### src/design/pmh_pkg.sv
package pmh_pkg;

    // ----------------------------------------------------------------
    // operation modes and handler states
    // ----------------------------------------------------------------
    typedef enum logic [1:0] {
        MODE_LOCAL,
        MODE_REMOTE,
        MODE_SERIAL_232,
        MODE_SERIAL_485
    } pmh_mode_e;

    typedef enum logic [0:0] {
        ST_IDLE,
        ST_CLEAR_WAIT
    } pmh_state_e;

    // ----------------------------------------------------------------
    // command codes from the message framer
    // ----------------------------------------------------------------
    localparam logic [2:0] MODE_QUERY_CMD  = 3'h0;
    localparam logic [2:0] GO_ONLINE_CMD   = 3'h1;
    localparam logic [2:0] GO_OFFLINE_CMD  = 3'h2;
    localparam logic [2:0] RUN_START_CMD   = 3'h3;
    localparam logic [2:0] RUN_STOP_CMD    = 3'h4;
    localparam logic [2:0] ALARM_RESET_CMD = 3'h5;

    // ----------------------------------------------------------------
    // answer codes to the message framer
    // ----------------------------------------------------------------
    localparam logic [3:0] MODE_LOCAL_ANS        = 4'h0;
    localparam logic [3:0] MODE_REMOTE_ANS       = 4'h1;
    localparam logic [3:0] MODE_SERIAL_232_ANS   = 4'h2;
    localparam logic [3:0] MODE_SERIAL_485_ANS   = 4'h3;
    localparam logic [3:0] ACCEL_STARTED_ANS     = 4'h4;
    localparam logic [3:0] DECEL_STARTED_ANS     = 4'h5;
    localparam logic [3:0] BUZZER_OFF_ANS        = 4'h6;
    localparam logic [3:0] FAILURE_CLEARED_ANS   = 4'h7;
    localparam logic [3:0] FAILURE_PERSISTS_ANS  = 4'h8;
    localparam logic [3:0] OPERATION_INVALID_ANS = 4'h9;

    // ----------------------------------------------------------------
    // ports, field widths and reset values
    // ----------------------------------------------------------------
    localparam logic        PORT_232       = 1'b0;
    localparam logic        PORT_485       = 1'b1;
    localparam int          SUB_W          = 16;
    localparam logic [15:0] SUB_NONE       = 16'h0000;
    localparam pmh_mode_e   MODE_RST       = MODE_REMOTE;
    localparam int          SYNC_STAGES    = 2;

endpackage

### src/design/pmh_mode_if.sv
`timescale 1ns/1ps
interface pmh_mode_if;
    logic               online_req;
    logic               offline_req;
    logic               req_port;
    logic               panel_local;
    logic               panel_remote;
    pmh_pkg::pmh_mode_e nxt_mode;
    pmh_pkg::pmh_mode_e mode;

    modport ctl (
        input  online_req,
        input  offline_req,
        input  req_port,
        input  panel_local,
        input  panel_remote,
        output nxt_mode,
        output mode
    );

    modport user (
        output online_req,
        output offline_req,
        output req_port,
        output panel_local,
        output panel_remote,
        input  nxt_mode,
        input  mode
    );
endinterface

### src/design/pmh_cmd_handler.sv
// Functional notes
// - mode query answers with present mode code
// - go-online in remote selects serial mode
// - online via RS-232C gives 232 mode, answer
// - online via RS-485 gives 485 mode, answer
// - go-offline in serial mode returns to remote
// - inapplicable online/offline keeps mode, still answers
// - panel selector forces local or remote mode
// - valid start accelerates pump, accel answer
// - valid stop decelerates pump, decel answer
// - reset silences sounding buzzer, buzzer-off answer
// - silent buzzer: reset clears the alarm
// - cause gone: cleared; else buzzer, persists answer
// - persists answer carries two-character alarm code
// - inapplicable operation gets invalid answer, no action
// - operation from unselected port is invalid
`timescale 1ns/1ps
module pmh_cmd_handler (
    input  wire logic        core_clk,
    input  wire logic        arst_n,
    input  wire logic        cmd_valid,
    input  wire logic [2:0]  cmd_code,
    input  wire logic        cmd_port,
    output logic             cmd_ready_ff,
    output logic             ans_valid_ff,
    output logic [3:0]       ans_code_ff,
    output logic [15:0]      ans_sub_ff,
    input  wire logic        panel_local_sel,
    input  wire logic        pump_accel,
    input  wire logic        pump_normal,
    input  wire logic        fail_active,
    input  wire logic        fail_cause,
    input  wire logic [15:0] fail_code,
    input  wire logic        alarm_event,
    output logic             start_req_ff,
    output logic             stop_req_ff,
    output logic             alarm_clear_ff,
    output logic             buzzer_on_ff,
    output logic [1:0]       op_mode_ff
);

    // ----------------------------------------------------------------
    // panel selector synchroniser and change detect
    // ----------------------------------------------------------------
    logic               sel_local_sync;
    logic               sel_local_ff;
    logic [1:0]         sel_seen_ff;
    pmh_mode_if         mif ();

    pmh_sync #(
        .W (1)
    ) u_sel_sync (
        .core_clk (core_clk),
        .arst_n   (arst_n),
        .async_in (panel_local_sel),
        .sync_out (sel_local_sync)
    );

    // edges count only once both sync stages and the delay stage hold the pin,
    // so a selector already at local during reset is not seen as an action
    always_ff @(posedge core_clk or negedge arst_n)
    begin
        if (!arst_n)
        begin
            sel_local_ff <= 1'b0;
            sel_seen_ff  <= 2'h0;
        end
        else
        begin
            sel_local_ff <= sel_local_sync;
            if (!(&sel_seen_ff))
                sel_seen_ff <= sel_seen_ff + 2'h1;
        end
    end

    // ----------------------------------------------------------------
    // command decode
    // ----------------------------------------------------------------
    pmh_pkg::pmh_state_e state_ff;
    logic                take;
    logic                port_ok;
    logic                op_cmd;
    logic                start_ok;
    logic                stop_ok;
    logic                reset_ok;

    assign take   = cmd_valid && cmd_ready_ff;
    assign op_cmd = cmd_code == pmh_pkg::RUN_START_CMD ||
                    cmd_code == pmh_pkg::RUN_STOP_CMD ||
                    cmd_code == pmh_pkg::ALARM_RESET_CMD;

    // only the port that owns the serial mode may operate the pump
    assign port_ok = (mif.mode == pmh_pkg::MODE_SERIAL_232 &&
                      cmd_port == pmh_pkg::PORT_232) ||
                     (mif.mode == pmh_pkg::MODE_SERIAL_485 &&
                      cmd_port == pmh_pkg::PORT_485);

    assign start_ok = !pump_accel && !pump_normal && !fail_active;
    assign stop_ok  = pump_accel || pump_normal;
    assign reset_ok = fail_active || buzzer_on_ff;

    assign mif.online_req   = take && cmd_code == pmh_pkg::GO_ONLINE_CMD;
    assign mif.offline_req  = take && cmd_code == pmh_pkg::GO_OFFLINE_CMD;
    assign mif.req_port     = cmd_port;
    assign mif.panel_local  = (&sel_seen_ff) && sel_local_sync && !sel_local_ff;
    assign mif.panel_remote = (&sel_seen_ff) && !sel_local_sync && sel_local_ff;

    pmh_mode_ctl u_mode (
        .core_clk (core_clk),
        .arst_n   (arst_n),
        .mif      (mif)
    );

    function automatic logic [3:0] mode_ans(input pmh_pkg::pmh_mode_e m);
        unique case (m)
            pmh_pkg::MODE_LOCAL:      mode_ans = pmh_pkg::MODE_LOCAL_ANS;
            pmh_pkg::MODE_REMOTE:     mode_ans = pmh_pkg::MODE_REMOTE_ANS;
            pmh_pkg::MODE_SERIAL_232: mode_ans = pmh_pkg::MODE_SERIAL_232_ANS;
            pmh_pkg::MODE_SERIAL_485: mode_ans = pmh_pkg::MODE_SERIAL_485_ANS;
        endcase
    endfunction

    // ----------------------------------------------------------------
    // answer generation
    // ----------------------------------------------------------------
    // an alarm reset needs one cycle for the cause to be re-evaluated
    always_ff @(posedge core_clk or negedge arst_n)
    begin
        if (!arst_n)
        begin
            ans_valid_ff <= 1'b0;
            ans_code_ff  <= pmh_pkg::MODE_REMOTE_ANS;
            ans_sub_ff   <= pmh_pkg::SUB_NONE;
        end
        else
        begin
            ans_valid_ff <= 1'b0;
            ans_sub_ff   <= pmh_pkg::SUB_NONE;
            if (state_ff == pmh_pkg::ST_CLEAR_WAIT)
            begin
                ans_valid_ff <= 1'b1;
                if (fail_cause)
                begin
                    ans_code_ff <= pmh_pkg::FAILURE_PERSISTS_ANS;
                    ans_sub_ff  <= fail_code;
                end
                else
                    ans_code_ff <= pmh_pkg::FAILURE_CLEARED_ANS;
            end
            else if (take)
            begin
                if (!op_cmd)
                begin
                    ans_valid_ff <= 1'b1;
                    ans_code_ff  <= mode_ans(mif.nxt_mode);
                end
                else if (!port_ok)
                begin
                    ans_valid_ff <= 1'b1;
                    ans_code_ff  <= pmh_pkg::OPERATION_INVALID_ANS;
                end
                else if (cmd_code == pmh_pkg::RUN_START_CMD)
                begin
                    ans_valid_ff <= 1'b1;
                    ans_code_ff  <= start_ok ? pmh_pkg::ACCEL_STARTED_ANS :
                                    pmh_pkg::OPERATION_INVALID_ANS;
                end
                else if (cmd_code == pmh_pkg::RUN_STOP_CMD)
                begin
                    ans_valid_ff <= 1'b1;
                    ans_code_ff  <= stop_ok ? pmh_pkg::DECEL_STARTED_ANS :
                                    pmh_pkg::OPERATION_INVALID_ANS;
                end
                else if (buzzer_on_ff)
                begin
                    ans_valid_ff <= 1'b1;
                    ans_code_ff  <= pmh_pkg::BUZZER_OFF_ANS;
                end
                else if (!reset_ok)
                begin
                    ans_valid_ff <= 1'b1;
                    ans_code_ff  <= pmh_pkg::OPERATION_INVALID_ANS;
                end
            end
        end
    end

    // ----------------------------------------------------------------
    // handler state and pump requests
    // ----------------------------------------------------------------
    logic do_clear;

    assign do_clear = take && op_cmd && port_ok && !buzzer_on_ff &&
                      cmd_code == pmh_pkg::ALARM_RESET_CMD && fail_active;

    always_ff @(posedge core_clk or negedge arst_n)
    begin
        if (!arst_n)
        begin
            state_ff     <= pmh_pkg::ST_IDLE;
            cmd_ready_ff <= 1'b0;
        end
        else
        begin
            unique case (state_ff)
                pmh_pkg::ST_IDLE:
                begin
                    if (do_clear)
                    begin
                        state_ff     <= pmh_pkg::ST_CLEAR_WAIT;
                        cmd_ready_ff <= 1'b0;
                    end
                    else
                        cmd_ready_ff <= 1'b1;
                end
                pmh_pkg::ST_CLEAR_WAIT:
                begin
                    state_ff     <= pmh_pkg::ST_IDLE;
                    cmd_ready_ff <= 1'b1;
                end
            endcase
        end
    end

    always_ff @(posedge core_clk or negedge arst_n)
    begin
        if (!arst_n)
        begin
            start_req_ff   <= 1'b0;
            stop_req_ff    <= 1'b0;
            alarm_clear_ff <= 1'b0;
        end
        else
        begin
            start_req_ff   <= take && port_ok && start_ok &&
                              cmd_code == pmh_pkg::RUN_START_CMD;
            stop_req_ff    <= take && port_ok && stop_ok &&
                              cmd_code == pmh_pkg::RUN_STOP_CMD;
            alarm_clear_ff <= do_clear;
        end
    end

    // a new alarm in the silencing cycle keeps the buzzer sounding
    always_ff @(posedge core_clk or negedge arst_n)
    begin
        if (!arst_n)
            buzzer_on_ff <= 1'b0;
        else if (alarm_event)
            buzzer_on_ff <= 1'b1;
        else if (state_ff == pmh_pkg::ST_CLEAR_WAIT && fail_cause)
            buzzer_on_ff <= 1'b1;
        else if (take && port_ok && cmd_code == pmh_pkg::ALARM_RESET_CMD)
            buzzer_on_ff <= 1'b0;
    end

    always_ff @(posedge core_clk or negedge arst_n)
    begin
        if (!arst_n)
            op_mode_ff <= pmh_pkg::MODE_RST;
        else
            op_mode_ff <= mif.nxt_mode;
    end
endmodule // pmh_cmd_handler

### src/design/pmh_sync.sv
`timescale 1ns/1ps
module pmh_sync #(
    parameter int W = 1
) (
    input  wire logic         core_clk,
    input  wire logic         arst_n,
    input  wire logic [W-1:0] async_in,
    output logic      [W-1:0] sync_out
);

    // ----------------------------------------------------------------
    // two-stage synchroniser, one per bit
    // ----------------------------------------------------------------
    logic [W-1:0] meta_ff;
    logic [W-1:0] sync_ff;

    for (genvar i = 0; i < W; i++)
    begin : g_bit
        always_ff @(posedge core_clk or negedge arst_n)
        begin
            if (!arst_n)
            begin
                meta_ff[i] <= 1'b0;
                sync_ff[i] <= 1'b0;
            end
            else
            begin
                meta_ff[i] <= async_in[i];
                sync_ff[i] <= meta_ff[i];
            end
        end
    end

    assign sync_out = sync_ff;

endmodule // pmh_sync

### src/design/pmh_mode_ctl.sv
`timescale 1ns/1ps
module pmh_mode_ctl (
    input  wire logic    core_clk,
    input  wire logic    arst_n,
    pmh_mode_if.ctl      mif
);

    // ----------------------------------------------------------------
    // operation mode register
    // ----------------------------------------------------------------
    pmh_pkg::pmh_mode_e mode_ff;
    pmh_pkg::pmh_mode_e nxt_mode;

    // panel selector beats serial requests in the same cycle
    always_comb
    begin
        nxt_mode = mode_ff;
        if (mif.panel_local)
            nxt_mode = pmh_pkg::MODE_LOCAL;
        else if (mif.panel_remote)
            nxt_mode = pmh_pkg::MODE_REMOTE;
        else if (mif.online_req && mode_ff == pmh_pkg::MODE_REMOTE)
            nxt_mode = (mif.req_port == pmh_pkg::PORT_485) ?
                       pmh_pkg::MODE_SERIAL_485 :
                       pmh_pkg::MODE_SERIAL_232;
        else if (mif.offline_req && (mode_ff == pmh_pkg::MODE_SERIAL_232 ||
                                     mode_ff == pmh_pkg::MODE_SERIAL_485))
            nxt_mode = pmh_pkg::MODE_REMOTE;
    end

    always_ff @(posedge core_clk or negedge arst_n)
    begin
        if (!arst_n)
            mode_ff <= pmh_pkg::MODE_RST;
        else
            mode_ff <= nxt_mode;
    end

    assign mif.nxt_mode = nxt_mode;
    assign mif.mode     = mode_ff;

endmodule // pmh_mode_ctl

### config.mk
export PLATFORM = sky130hd
export DESIGN_NAME = pmh_cmd_handler
export DESIGN_NICKNAME = d
export VERILOG_FILES = /design/src/design/pmh_pkg.sv /design/src/design/pmh_mode_if.sv /design/src/design/pmh_cmd_handler.sv /design/src/design/pmh_sync.sv /design/src/design/pmh_mode_ctl.sv
export SDC_FILE = /design/constraint.sdc
export NUM_CORES = 1
export LEC_CHECK = 0
export BUFFER_PORTS_ARGS = -buffer_cell sky130_fd_sc_hd__buf_4
export CORE_UTILIZATION = 41
export DETAILED_ROUTE_END_ITERATION = 8
export PLACE_DENSITY_LB_ADDON = 0.25
export SLEW_MARGIN = 30
export SYNTH_ARGS = -nofsm -noshare
export SYNTH_HDL_FRONTEND = slang
export SYNTH_SLANG_ARGS = --single-unit
### constraint.sdc
create_clock -name core_clk -period 1.9 [get_ports core_clk]
set_input_delay 0.19 -clock core_clk [delete_from_list [all_inputs] [get_ports core_clk]]
set_output_delay 0.19 -clock core_clk [all_outputs]
set_load 0.03 [all_outputs]
=== After elaboration in Yosys (flattened, before gate mapping) ===
Cells that the tools add are included.

* $add $sub $neg: 1
* Equality and inequality tests: 12
* Mux-type cells: 34
* Bitwise gates (word level): 2
* Reduce and logical (&&, ||, !) cells: 42

{| class="wikitable"
|+ Operators by type and width
! operator !! number
|-
| $mux 4 || 11
|-
| $mux 16 || 2
|-
| $logic_and 1x1->1 || 25
|-
| $pmux 4 s4 || 1
|-
| $mux 1 || 14
|-
| $eq 2x2->1 const B || 4
|-
| $mux 2 || 4
|-
| $ne 7x5->1 const B || 1
|-
| $eq 3x2->1 const B || 2
|-
| $eq 3x3->1 const B || 2
|-
| $logic_not 1->1 || 6
|-
| $logic_or 1x1->1 || 6
|-
| $eq 2x1->1 const B || 2
|-
| $pmux 1 s2 || 2
|-
| $reduce_and 2->1 || 2
|-
| $eq 3x1->1 const B || 1
|-
| $reduce_bool 3->1 || 1
|-
| $add 2x1->2 const B || 1
|-
| $logic_not 2->1 || 1
|-
| $not 1->1 || 2
|-
| $reduce_bool 2->1 || 1
|}

* Register bits after elaboration: 34
* Input bits: 29
* Output and inout port bits: 28
* Word-level logic and storage cells: 105

=== Longest topological paths before layout ===
Gate-level depths: netlist of the first run.

* Depth in word-level cells: 12
* Depth in mapped cells: 6
* Gate-level depth less buffers: 5

=== By module ===
From an unflattened synthesis of the first run, not the netlist that was laid out.

* Cells, all modules: 129
* Area, all modules: 1520.2 um^2

{| class="wikitable"
|+ Modules (own cells, without submodules)
! module !! instances !! cells an instance !! area an instance (um^2)
|-
| pmh_cmd_handler || 1 || 118 || 1370.1
|-
| pmh_mode_ctl || 1 || 9 || 100.1
|-
| pmh_sync || 1 || 2 || 50.0
|}

=== Worst setup path before layout of the first run ===
No wires, ideal clock.

* Kind: register -> register
* Start point: reg u_mode.mode_ff[0] (netlist: u_mode.mif.mode[0])
* End point: reg buzzer_on_ff
* Setup time: 0.126 ns
* Data arrival time: 1.627 ns
* Path slack: 0.146 ns
* Cell stages (with the launch flop): 5
* Clock period less this slack: 1.754 ns
* Cell sequence: dfstp_2 > xnor2_1 > nand2_1 > or3_1 > a221o_1

* Longest elaborated chain between the ends: 6

{| class="wikitable"
|+ RTL lines
! item !! RTL line !! RTL
|-
| from (decl) || pmh_mode_ctl.sv:11 || <nowiki>pmh_pkg::pmh_mode_e mode_ff;</nowiki>
|-
| from (signal assigned) || pmh_mode_ctl.sv:34 || <nowiki>mode_ff <= pmh_pkg::MODE_RST;</nowiki>
|-
| from (signal assigned) || pmh_mode_ctl.sv:36 || <nowiki>mode_ff <= nxt_mode;</nowiki>
|-
| $eq 2x2->1 (on tied branches) || pmh_cmd_handler.sv:93, pmh_cmd_handler.sv:95 ||
|-
| $logic_and 1x1->1 (on tied branches) || pmh_cmd_handler.sv:93, pmh_cmd_handler.sv:95 ||
|-
| $logic_or 1x1->1 * || pmh_cmd_handler.sv:94 || <nowiki>cmd_port == pmh_pkg::PORT_232) ||</nowiki>
|-
| $logic_and 1x1->1 * (2 in a row) || pmh_cmd_handler.sv:252 || <nowiki>else if (take && port_ok && cmd_code == pmh_pkg::ALARM_RESET_CMD)</nowiki>
|-
| $reduce_bool 3->1 (no source line) * || - ||
|-
| to (signal assigned) || pmh_cmd_handler.sv:249 || <nowiki>buzzer_on_ff <= 1'b1;</nowiki>
|-
| to (signal assigned) || pmh_cmd_handler.sv:251 || <nowiki>buzzer_on_ff <= 1'b1;</nowiki>
|-
| to (signal assigned) || pmh_cmd_handler.sv:253 || <nowiki>buzzer_on_ff <= 1'b0;</nowiki>
|-
| to (decl) || pmh_cmd_handler.sv:38 || <nowiki>output logic buzzer_on_ff,</nowiki>
|}

Every way passes the cells marked *; elsewhere a longest branch is shown, timed or not.
A chain may end at the register's enable or synchronous reset.

=== Worst setup path after layout of the first run ===
Same ends and word-level chain as after synthesis.

==> key figures, run 1 <==
Placed design
  – Post-DP HPWL: 2.384 mm
  – DP Area: 0.001914 mm^2
  – Placer Congestion: 0.8645
  – PortBufs: 56

Final layout
  – Reg area: 853.3 um^2
  – Share of post-route cells with drive strength above 1: 37.04%
  – Final #Nets: 218
  – Area grow syn2layout: 38.04%
  – Fill cells: 316
  – Multi-input gate area in the final layout: 549.3 um^2
  – Antenna cells: 0
  – Final Instance Area: 0.001993 mm^2

Drt
  – Met3 wire len: 241 um
  – DR DRC count: 0
  – First-pass DRT Iterations: 4
  – WL/cell: 13.67 um
  – Remaining antenna violation count: 0
  – Vias per cell: 5.221
  – Met1 WL: 1.284 mm
  – Max Used Layer: met4
  – Vias: 1,227
  – Drt initial violations: 85
  – Met2 WL: 1.634 mm
  – Final WL: 3.212 mm

Synthesis
  – Yosys Warn Count: 0
  – Post-synthesis sequential area ratio: 59.10%
  – Cells after synthesis: 126
  – Avg Cell Area, Syn: 11.46 um^2
  – Post-synthesis cell type count: 40
  – Most used flip-flop cell after synthesis: dfrtp_1
  – FFs w/ async S/R, synth: 100.0%
  – Syn_nets: 156
  – Register bit total from synthesis: 34
  – Number of flops mapped to enable cells by yosys: 0
  – Cell Area, Synth: 0.001444 mm^2

Critical path
  – Crit path max fanout: 5
  – RR Startpoint: u_mode.mif.mode[0]
  – CP endpoint kind: flop
  – Worst setup SP type: flop
  – CP required: 2.13 ns
  – WP data arrival: 1.95 ns
  – Reg2Reg Setup Slack: 0.18 ns
  – Crit path launch: u_mode.mif.mode[0]
  – Critical path type: reg -> reg

Status
  – Outcome: finished, final reports clean

Floorplan
  – Die Span X: 61.35 um
  – I/O pin count: 57
  – Initial Util: 42.93%
  – Core footprint: 0.003363 mm^2
  – Row count: 21
  – Die Height: 61.35 um
  – Die Footprint: 0.003763 mm^2

Power
  – Worst vdd ir: 0.0004678 V
  – Power Density: 679.9 mW/mm^2
  – Lkg Pwr: 1.052 nW

Clock tree
  – CTS Root Cell: clkbuf_4
  – Setup Buffers After CTS: 0
  – TritonCTS Buffers: 5
  – H-tree levels: 2
  – CTS hold repair buffers: 2
  – Later-pin clock latency in the skew report: 0.34 ns
  – Max Root-Sink Buffers: 2
  – Post-CTS sizing: 0
  – CTS clock-pin slew for the worst setup and hold paths: 0.10 ns
  – CTS tree: done
  – CTS Sinks: 34

Timing
  – Slew Viols, Final: 0
  – Max Freq: 0.5806 GHz
  – Final TNS setup: 0 ns
  – Unrepaired setup endpoints after global routing: false
  – Tcrit/Tclk final: 90.65%
  – Final min period: 1.722 ns
  – Setup-failing EPs final: 0
  – Hold WS: 0.04965 ns
  – Final hold viol count: 0
  – Worst slew pin tran: 0.4063 ns
  – Slew Limit Headroom: 72.92%
  – Worst Skew: 0.009169 ns

Global route
  – Largest net degree at the start of global routing: 35
  – Gr ovfl total: 0
  – Initial antenna violation count: 0
  – Total track usage: 18.78%
  – Number of global-route vias before repair: 1,133
  – Global-route wire length before repair: 4.961 mm

Job
  – Max-cap violations: 0

Worst hold path
  – Hold_sp: alarm_event
  – Hold WC Path Type: in -> reg
==> worst paths after layout <==
check	endpoint	depth (start not counted)
min in group asynchronous	ans_sub_ff[5]	2
setup / recovery	buzzer_on_ff	4
hold / removal	buzzer_on_ff	2
setup reg to reg	buzzer_on_ff	4
hold reg to reg	u_sel_sync.sync_out	0
max in group asynchronous	ans_code_ff[0]	2
==> sequential cells by signal, summed over array words and instances (netlist names) <==
| register | cells |
|---|---|
| sel_seen_ff | 2 |
| stop_req_ff | 1 |
| cmd_ready_ff | 1 |
| u_sel_sync.sync_out | 1 |
| state_ff | 1 |
| ans_valid_ff | 1 |
| buzzer_on_ff | 1 |
| u_mode.mif.mode | 2 |
| ans_code_ff | 4 |
| u_sel_sync.meta_ff | 1 |
| sel_local_ff | 1 |
| alarm_clear_ff | 1 |
| start_req_ff | 1 |
| ans_sub_ff | 16 |
==> cell usage in the layout, fill, tap and decap left out, drive strengths merged, types with 3 or more instances in the layout <==
master / instances
buf: 59
dfrtp: 32
and3: 16
clkbuf: 8
nand2: 6
nor2: 6
o21ai: 5
a21oi: 5
or3: 4
inv: 3
nand3b: 3
nor2b: 3
==> worst max-delay path, cell delays in order, from the launching register on <==
cell and delay, ns:
dfstp_2 0.59, xnor2_1 0.16, nand2_1 0.17, or3_1 0.38, a221o_1 0.32
==> metal layers <==
metal / vias up / GRT usage [%]
met5: - / 0
met4: 0 / 7.302
met3: 8 / 7.143
met2: 45 / 30.59
met1: 593 / 22.68
li1: 581 / -
==> cell usage after synthesis (3+ instances only) <==
library cell  instances  area share, %
a21oi_1               5            1.7
nand3b_1              3            1.6
clkbuf_1              5            1.3
dfrtp_1              32             55
and3_1               16            6.9
inv_1                 3           0.78
nor2_1                6            1.6
o21ai_0               5            1.7
nand2_1               6            1.6
or3_1                 4            1.7
==> power by group <==
part           total (W)  internal, W  switching [W]  leakage, nW
sequential      0.000758     0.000743      0.0000146        0.435
clock           0.000407     0.000182       0.000225       0.0326
combinational   0.000190    0.0000881       0.000102        0.585
==> layout make-up <==
cell class	instances	share of cell area, %
Clock buffer	8	2.950
Inverter	3	0.5650
Multi-Input combinational cell	83	27.56
Sequential cell	34	42.81
Tap cell	46	2.888
Timing Repair Buffer	61	23.23
==> stage by stage <==
step / worst slack, ns / utilization (%) / power (W) / std cells
floorplan: 0.1465 / - / 0.0008591 / 126
global placement: 0.2213 / 56.92 / 0.0009562 / 225
detailed placement: 0.1770 / 56.92 / 0.0009598 / 225
CTS: 0.1851 / 59.26 / 0.001369 / 235
global route: 0.1151 / 59.26 / 0.001414 / 235
finish: 0.1776 / 59.26 / 0.001355 / 235
==> cells by family (layout without fill, tap and decap cells) <==
| family | after synthesis | in the layout | share of synthesized area [%] |
|---|---|---|---|
| buf+inv | 9 | 72 | 2.860 |
| compound gates | 24 | 24 | 11.87 |
| fa+ha+maj | 1 | 1 | 0.8664 |
| simple gates | 54 | 54 | 22.70 |
| xor+xnor | 3 | 3 | 1.820 |
| flops | 34 | 34 | 59.10 |
| mux | 1 | 1 | 0.7798 |
No activity file was read; power rests on OpenSTA's default activity.
==> run 2: changes to the inputs <==
CORE_UTILIZATION = 47   (was 41)
==> run 2 against run 1 <==
  * The run now ends with design-rule violations left
  * Global-route usage is 2.5 points higher
  * Fmax is 2.7% lower
  * Power is 0.14% lower
  * Utilization is 10 points higher
  * Largest power group unchanged
  * Cell count is 6.8% lower
  * Critical path type unchanged
  * Clock-buffer cell count stayed put
  * Worst setup slack worse by 0.047 ns
  * Clock skew is 0.0020 ns lower
  * Largest cell class unchanged
  * Sequential cell count stayed put
  * Register-to-register slack worse by 0.05 ns
==> key figures, run 2 (same netlist as run 1, synthesis figures left out) <==
Floorplan
  – Die Height: 57.43 um (-6.4%)
  – Die Span X: 57.43 um (-6.4%)
  – Row count: 19 (-9.5%)
  – Initial Util: 51.04% (+8.1 points)
  – Die Footprint: 0.003298 mm^2 (-12%)
  – Core footprint: 0.002829 mm^2 (-16%)
  – I/O pin count: 57 (unchanged)

Critical path
  – Reg2Reg Setup Slack: 0.13 ns (-0.05 ns)
  – Crit path max fanout: 5 (unchanged)
  – Slowest-stage cell, CP: dfstp_2
  – Critical-path cell list: xnor2_1 -> nand2_1 -> or3_1 -> a221o_1
  – Critical path type: reg -> reg
  – RR Endpoint: buzzer_on_ff
  – CP endpoint kind: flop
  – Slowest Stage Delay on Critical Path: 0.59 ns (about the same)
  – CP required: 2.13 ns (about the same)
  – WP data arrival: 2.00 ns (+0.05 ns)
  – Worst setup SP type: flop
  – Reg2reg path depth: 4 (unchanged)
  – RR Startpoint: u_mode.mif.mode[0]

Timing
  – Tcrit/Tclk final: 93.14% (+2.5 points)
  – Worst Skew: 0.007207 ns (-0.001962 ns)
  – Setup-failing EPs final: 0 (unchanged)
  – Worst slew pin tran: 0.4085 ns (+0.002289 ns)
  – Max Freq: 0.5651 GHz (-2.7%)
  – Hold WS: 0.05858 ns (+0.008925 ns)
  – Final TNS setup: 0 ns (unchanged)
  – Unrepaired setup endpoints after global routing: false
  – Slew Viols, Final: 0 (unchanged)
  – Slew Limit Headroom: 72.76% (-0.15 points)
  – Final hold viol count: 0 (unchanged)
  – Final min period: 1.770 ns (+0.04736 ns)

Placed design
  – Post-DP HPWL: 2.334 mm (-2.1%)
  – PortBufs: 56 (unchanged)
  – Placer Congestion: 0.8476 (-2.0%)

Final layout
  – Multi-input gate area in the final layout: 549.3 um^2 (unchanged)
  – Reg area: 853.3 um^2 (unchanged)
  – Final #Nets: 217 (-0.46%)
  – Number of flip-flops in the largest register: 16 (unchanged)
  – Fill cells: 221 (-30%)
  – Util after Layout: 69.53% (+10 points)
  – Area grow syn2layout: 36.22%
  – Most common cell after layout, fill and taps aside: buf_4
  – Regs by FF count: ans_sub_ff (16), ans_code_ff (4)
  – Share of post-route cells with drive strength above 1: 36.70% (-0.33 points)
  – Antenna cells: 0 (unchanged)
  – Most flops, register: ans_sub_ff
  – Most frequent cells in the layout: 58 x buf_4, 32 x dfrtp_1, 16 x and3_1

Worst hold path
  – Hold_sp: alarm_event
  – Worst hold path cell count: 2 (unchanged)
  – Hold endpoint: buzzer_on_ff
  – Hold WC Path Type: in -> reg

Clock tree
  – CTS hold repair buffers: 2 (unchanged)
  – TritonCTS Buffers: 5 (unchanged)
  – Later-pin clock latency in the skew report: 0.33 ns (about the same)
  – CTS clock-pin slew for the worst setup and hold paths: 0.10 ns (about the same)
  – CTS Sinks: 34 (unchanged)
  – Setup Buffers After CTS: 0 (unchanged)
  – CTS tree: done
  – CTS Root Cell: clkbuf_4
  – Max Root-Sink Buffers: 2 (unchanged)
  – Post-CTS sizing: 0 (unchanged)
  – H-tree levels: 2 (unchanged)

Drt
  – DR DRC count: 6 (+6)
  – First-pass DRT Iterations: 6 (+2)
  – WL/cell: 14.52 um (+6.2%)
  – Final WL: 3.180 mm (-1.0%)
  – Remaining antenna violation count: 0 (unchanged)
  – Drt initial violations: 48 (-44%)
  – Vias: 1,209 (-1.5%)
  – Vias per cell: 5.521 (+5.7%)

Power
  – Lkg Pwr: 1.048 nW (-0.39%)
  – Worst vdd ir: 0.0005592 V (+20%)
  – Power Density: 688.1 mW/mm^2 (+1.2%)

Global route
  – Largest net degree at the start of global routing: 35 (unchanged)
  – Total track usage: 21.30% (+2.5 points)
  – Number of global-route vias before repair: 1,194 (+5.4%)
  – Gr ovfl total: 0 (unchanged)
  – Global-route wire length before repair: 5.223 mm (+5.3%)
  – Initial antenna violation count: 0 (unchanged)

Status
  – Outcome: finished with violations
  – Failing checks: design-rule violations

Job
  – Max-cap violations: 0 (unchanged)
[run 2: cell count changes in the layout (fill, tap and decap cells not counted)]
cell   delta
buf_4     -1
[run 2: layout make-up]
class | count | share of cell area (%)
Clock buffer | 8 | 2.990
Inverter | 3 | 0.5725
Multi-Input combinational cell | 83 | 27.93
Sequential cell | 34 | 43.38
Tap cell | 31 | 1.972
Timing Repair Buffer | 60 | 23.16
[run 2: worst max-delay path: cells and delay by family, from the launching register on]
kind / cells / cell delay [ns]
and+or+nand+nor: 2 / 0.56
AOI/OAI and AO/OA: 1 / 0.33
DFF: 1 / 0.59
xor gates and xnor gates: 1 / 0.18
[run 2: per-layer routing]
layer | vias up | share of wire [%] | global-route usage (%) | routed length, um
li1 | 577 | - | - | -
met1 | 567 | 39 | 24.59 | 1247
met2 | 53 | 51 | 36.21 | 1613
met3 | 12 | 7.5 | 7.256 | 239
met4 | 0 | 2.5 | 8.711 | 79
met5 | - | 0 | 0 | 0
[run 2: stage by stage]
stage	cell area (um^2)	power (W)	setup WS, ns	std cells
2_1_floorplan	1444	0.0008591	0.1465	126
3_3_place_gp	1888	0.0009541	0.2392	209
3_5_place_dp	1888	0.0009583	0.1715	209
4_1_cts	1967	0.001368	0.1569	219
5_1_grt	1967	0.001416	0.06592	219
6_report	1967	0.001353	0.1303	219
[run 2: power by group]
part	switching (W)	internal (W)	total (W)
Clock	0.000223	0.000182	0.000405
Combinational	0.000101	0.0000880	0.000189
Sequential	0.0000155	0.000743	0.000759
Total	0.000340	0.00101	0.00135
[run 2: worst max-delay path by stage]
stage	start	slack, ns	depth (start not counted)	endpoint
2_1_floorplan	u_mode.mif.mode[0]	0.15	4	buzzer_on_ff
3_3_place_gp	u_mode.mif.mode[0]	0.24	4	buzzer_on_ff
3_5_place_dp	u_mode.mif.mode[0]	0.17	4	buzzer_on_ff
4_1_cts	u_mode.mif.mode[0]	0.16	4	buzzer_on_ff
5_1_grt	u_mode.mif.mode[0]	0.07	5	ans_code_ff[3]
6_report	u_mode.mif.mode[0]	0.13	4	buzzer_on_ff
==> run 3: changes to the inputs <==
ABC_AREA = 1   (was not set)
CORE_UTILIZATION = 48   (was 47)
SKIP_LAST_GASP = 1   (was not set)
SLEW_MARGIN = 20   (was 30)
==> run 3 against run 2 <==
  * The run still ends with design-rule violations left
  * Synthesized area rose by 2.9%
  * Fmax rose by 22%
  * Worst setup slack improved by 0.32 ns
  * Largest cell class unchanged
==> key figures, run 3 <==
Drt
  – Vias: 1,292 (+6.9%)
  – Remaining antenna violation count: 0 (unchanged)
  – DR DRC count: 1 (-5)
  – Drt initial violations: 60 (+25%)
  – Final WL: 2.890 mm (-9.1%)
  – First-pass DRT Iterations: 6 (unchanged)
  – Vias per cell: 4.681 (-15%)
  – WL/cell: 10.47 um (-28%)

Critical path
  – Critical-path cell list: inv_1 -> nand2_1 -> nand2_1 -> nor2_1 -> nand4_1 -> nand2_2 -> inv_2 -> nand2_1 -> nand2_1
  – Slowest Stage Delay on Critical Path: 0.56 ns (-0.03 ns)
  – Reg2reg path depth: 9 (+5)
  – WP data arrival: 1.67 ns (-0.33 ns)
  – RR Endpoint: ans_code_ff[2]
  – CP required: 2.12 ns (about the same)
  – Reg2Reg Setup Slack: 0.45 ns (+0.32 ns)
  – Crit path capture: ans_code_ff[2]
  – CP endpoint kind: flop
  – Crit path launch: u_mode.mif.mode[0]
  – Most common cell on crit path: nand2_1
  – RR Startpoint: u_mode.mif.mode[0]
  – Worst setup SP type: flop
  – Slowest-stage cell, CP: dfstp_2
  – Critical path type: reg -> reg
  – Crit path max fanout: 6 (+1)

Timing
  – Setup WS post-layout: 0.4522 ns (+0.3219 ns)
  – Setup-failing EPs final: 0 (unchanged)
  – Worst slew pin tran: 0.3992 ns (-0.009357 ns)
  – Hold WS: 0.04681 ns (-0.01177 ns)
  – Worst Skew: 0.005234 ns (-0.001973 ns)
  – Final min period: 1.448 ns (-0.3219 ns)
  – Unrepaired setup endpoints after global routing: false
  – Tcrit/Tclk final: 76.20% (-17 points)
  – Slew Viols, Final: 0 (unchanged)
  – Max Freq: 0.6907 GHz (+22%)
  – Slew Limit Headroom: 73.39% (+0.62 points)
  – Final hold viol count: 0 (unchanged)
  – Final TNS setup: 0 ns (unchanged)

Placed design
  – Placed cells: 266 (+27%)
  – Placer Congestion: 0.8338 (-1.6%)
  – Post-DP HPWL: 2.214 mm (-5.2%)
  – Place WS: 0.4846 ns (+0.3131 ns)
  – PortBufs: 56 (unchanged)

Final layout
  – Regs by FF count: ans_sub_ff (16), ans_code_ff (4)
  – Area grow syn2layout: 36.56%
  – Share of post-route cells with drive strength above 1: 32.24% (-4.5 points)
  – Antenna cells: 0 (unchanged)
  – Number of flip-flops in the largest register: 16 (unchanged)
  – Most common cell after layout, fill and taps aside: buf_4
  – Final #Nets: 274 (+26%)
  – Finished Layout Cells: 276 (+26%)
  – Most frequent cells in the layout: 57 x buf_4, 46 x nand2_1, 37 x nor2_1
  – Most flops, register: ans_sub_ff

Global route
  – Total track usage: 19.42% (-1.9 points)
  – Number of global-route vias before repair: 1,238 (+3.7%)
  – Initial antenna violation count: 0 (unchanged)
  – Gr ovfl total: 0 (unchanged)
  – Largest net degree at the start of global routing: 35 (unchanged)
  – Global-route wire length before repair: 4.823 mm (-7.7%)

Synthesis
  – Avg Cell Area, Syn: 8.297 um^2 (-28%)
  – Cells after synthesis: 179 (+42%)
  – Count leader, synth: nand2_1
  – Post-synthesis cell type count: 21 (-48%)
  – Post-synth top area share: 53.92% (-1.5 points)
  – Synth area leader: dfrtp_1
  – Cell Area, Synth: 0.001485 mm^2 (+2.9%)
  – Top cells by count, synth: 46 x nand2_1, 37 x nor2_1, 32 x dfrtp_1, 28 x inv_1, 8 x nand3_1
  – Syn_nets: 209 (+34%)
  – FFs w/ async S/R, synth: 100.0% (unchanged)
  – Register bit total from synthesis: 34 (unchanged)
  – Post-synthesis sequential area ratio: 57.46% (-1.6 points)
  – Yosys Warn Count: 0 (unchanged)
  – Most used flip-flop cell after synthesis: dfrtp_1
  – Area contributors post-synth: dfrtp_1 54%, nand2_1 12%, nor2_1 9.4%
  – Number of flops mapped to enable cells by yosys: 0 (unchanged)

Clock tree
  – CTS clock-pin slew for the worst setup and hold paths: 0.10 ns (about the same)
  – Setup Buffers After CTS: 0 (unchanged)
  – TritonCTS Buffers: 5 (unchanged)
  – Max Root-Sink Buffers: 2 (unchanged)
  – CTS Sinks: 34 (unchanged)
  – CTS tree: done
  – CTS hold repair buffers: 2 (unchanged)
  – Later-pin clock latency in the skew report: 0.32 ns (about the same)
  – Post-CTS sizing: 0 (unchanged)
  – CTS Root Cell: clkbuf_4
  – H-tree levels: 2 (unchanged)

Power
  – Clock power frac: 30.2% (+0.2 points)
  – Seq pwr share: 56.5% (+0.4 points)
  – Power Density: 655.8 mW/mm^2 (-4.7%)
  – Cell internal pwr: 0.0009972 W (-1.6%)
  – Worst vdd ir: 0.0005416 V (-3.1%)
  – Lkg Pwr: 1.209 nW (+15%)
  – Sw Pwr: 0.0003328 W (-2.0%)
  – Comb pwr share: 13.4% (-0.6 points)
  – Sw Share: 25.03% (-0.084 points)

Status
  – Failing checks: design-rule violations
  – Outcome: finished with violations

Floorplan
  – Die Height: 57.63 um (+0.35%)
  – Initial Util: 52.06% (+1.0 points)
  – Row count: 19 (unchanged)
  – Core footprint: 0.002853 mm^2 (+0.84%)
  – I/O pin count: 57 (unchanged)
  – Die Span X: 57.63 um (+0.35%)
  – Die Footprint: 0.003321 mm^2 (+0.70%)

Job
  – Max-cap violations: 0 (unchanged)

Worst hold path
  – Hold WC Path Type: in -> reg
## run 3: cell types whose count changed after synthesis, moves of 5 or more
cell / delta
and3_1: -15
inv_1: +25
inv_2: +5
nand2_1: +40
nand3_1: +6
nor2_1: +31
## run 3: logic make-up (layout without fill, tap and decap cells)
group           after synthesis  count (layout)  share of synthesized area [%]
simple gates                102             102                          29.49
flops                        34              34                          57.46
buf+inv                      34             100                          8.593
compound gates                7               7                          3.033
fa+ha+maj                     1               1                         0.8423
xor+xnor                      1               1                         0.5898
## run 3: worst min-delay path by stage
stage | startpoint | endpoint | slack [ns] | cells past startpoint
floorplan | arst_n | alarm_clear_ff | -0.11 | 0
global placement | arst_n | sel_seen_ff[0] | 0.15 | 1
detailed placement | arst_n | u_mode.mif.mode[1] | 0.15 | 1
CTS | alarm_event | buzzer_on_ff | 0.04 | 3
global route | alarm_event | buzzer_on_ff | 0.03 | 3
finish | alarm_event | buzzer_on_ff | 0.05 | 3
## run 3: per-layer routing
metal / up-vias / share of wire [%] / global-route usage [%]
met2: 47 / 48 / 33.06
met5: - / 0 / 0
met1: 572 / 42 / 22.27
met4: 0 / 1.7 / 10.45
li1: 665 / - / -
met3: 8 / 8.1 / 5.357
## run 3: critical path, delay by kind of cell (launching register included)
kind                   cells  cell delay (ns)
buffers and inverters      2             0.13
DFF                        1             0.56
and+or+nand+nor            7             0.65
## run 3: layout make-up
cell class / count / area, um^2
Sequential cell: 34 / 853.3
Fill cell: 235 / 824.5
Inverter: 33 / 123.9
Tap cell: 31 / 38.79
Multi-Input combinational cell: 111 / 504.2
Clock buffer: 7 / 55.05
Clock inverter: 1 / 5.005
Timing Repair Buffer: 59 / 447.9
## run 3: metrics by stage
| stage | cell area, um^2 | util [%] | total power [W] |
|---|---|---|---|
| global placement | 1948 | 68.29 | 0.0009369 |
| global route | 2028 | 71.10 | 0.001405 |
| detailed placement | 1948 | 68.29 | 0.0009414 |
| finish | 2028 | 71.10 | 0.001330 |
| floorplan | 1485 | - | 0.0008466 |
| CTS | 2028 | 71.10 | 0.001346 |
## run 3: power groups by stage
stage / clock network [W] / logic, W / registers [W]
after detailed placement: 0 / 0.000177 / 0.000765
final: 0.000401 / 0.000178 / 0.000751
after floorplan: 0 / 0.0000619 / 0.000785
after CTS: 0.000414 / 0.000181 / 0.000751
after global placement: 0 / 0.000174 / 0.000763
after global routing: 0.000456 / 0.000196 / 0.000752
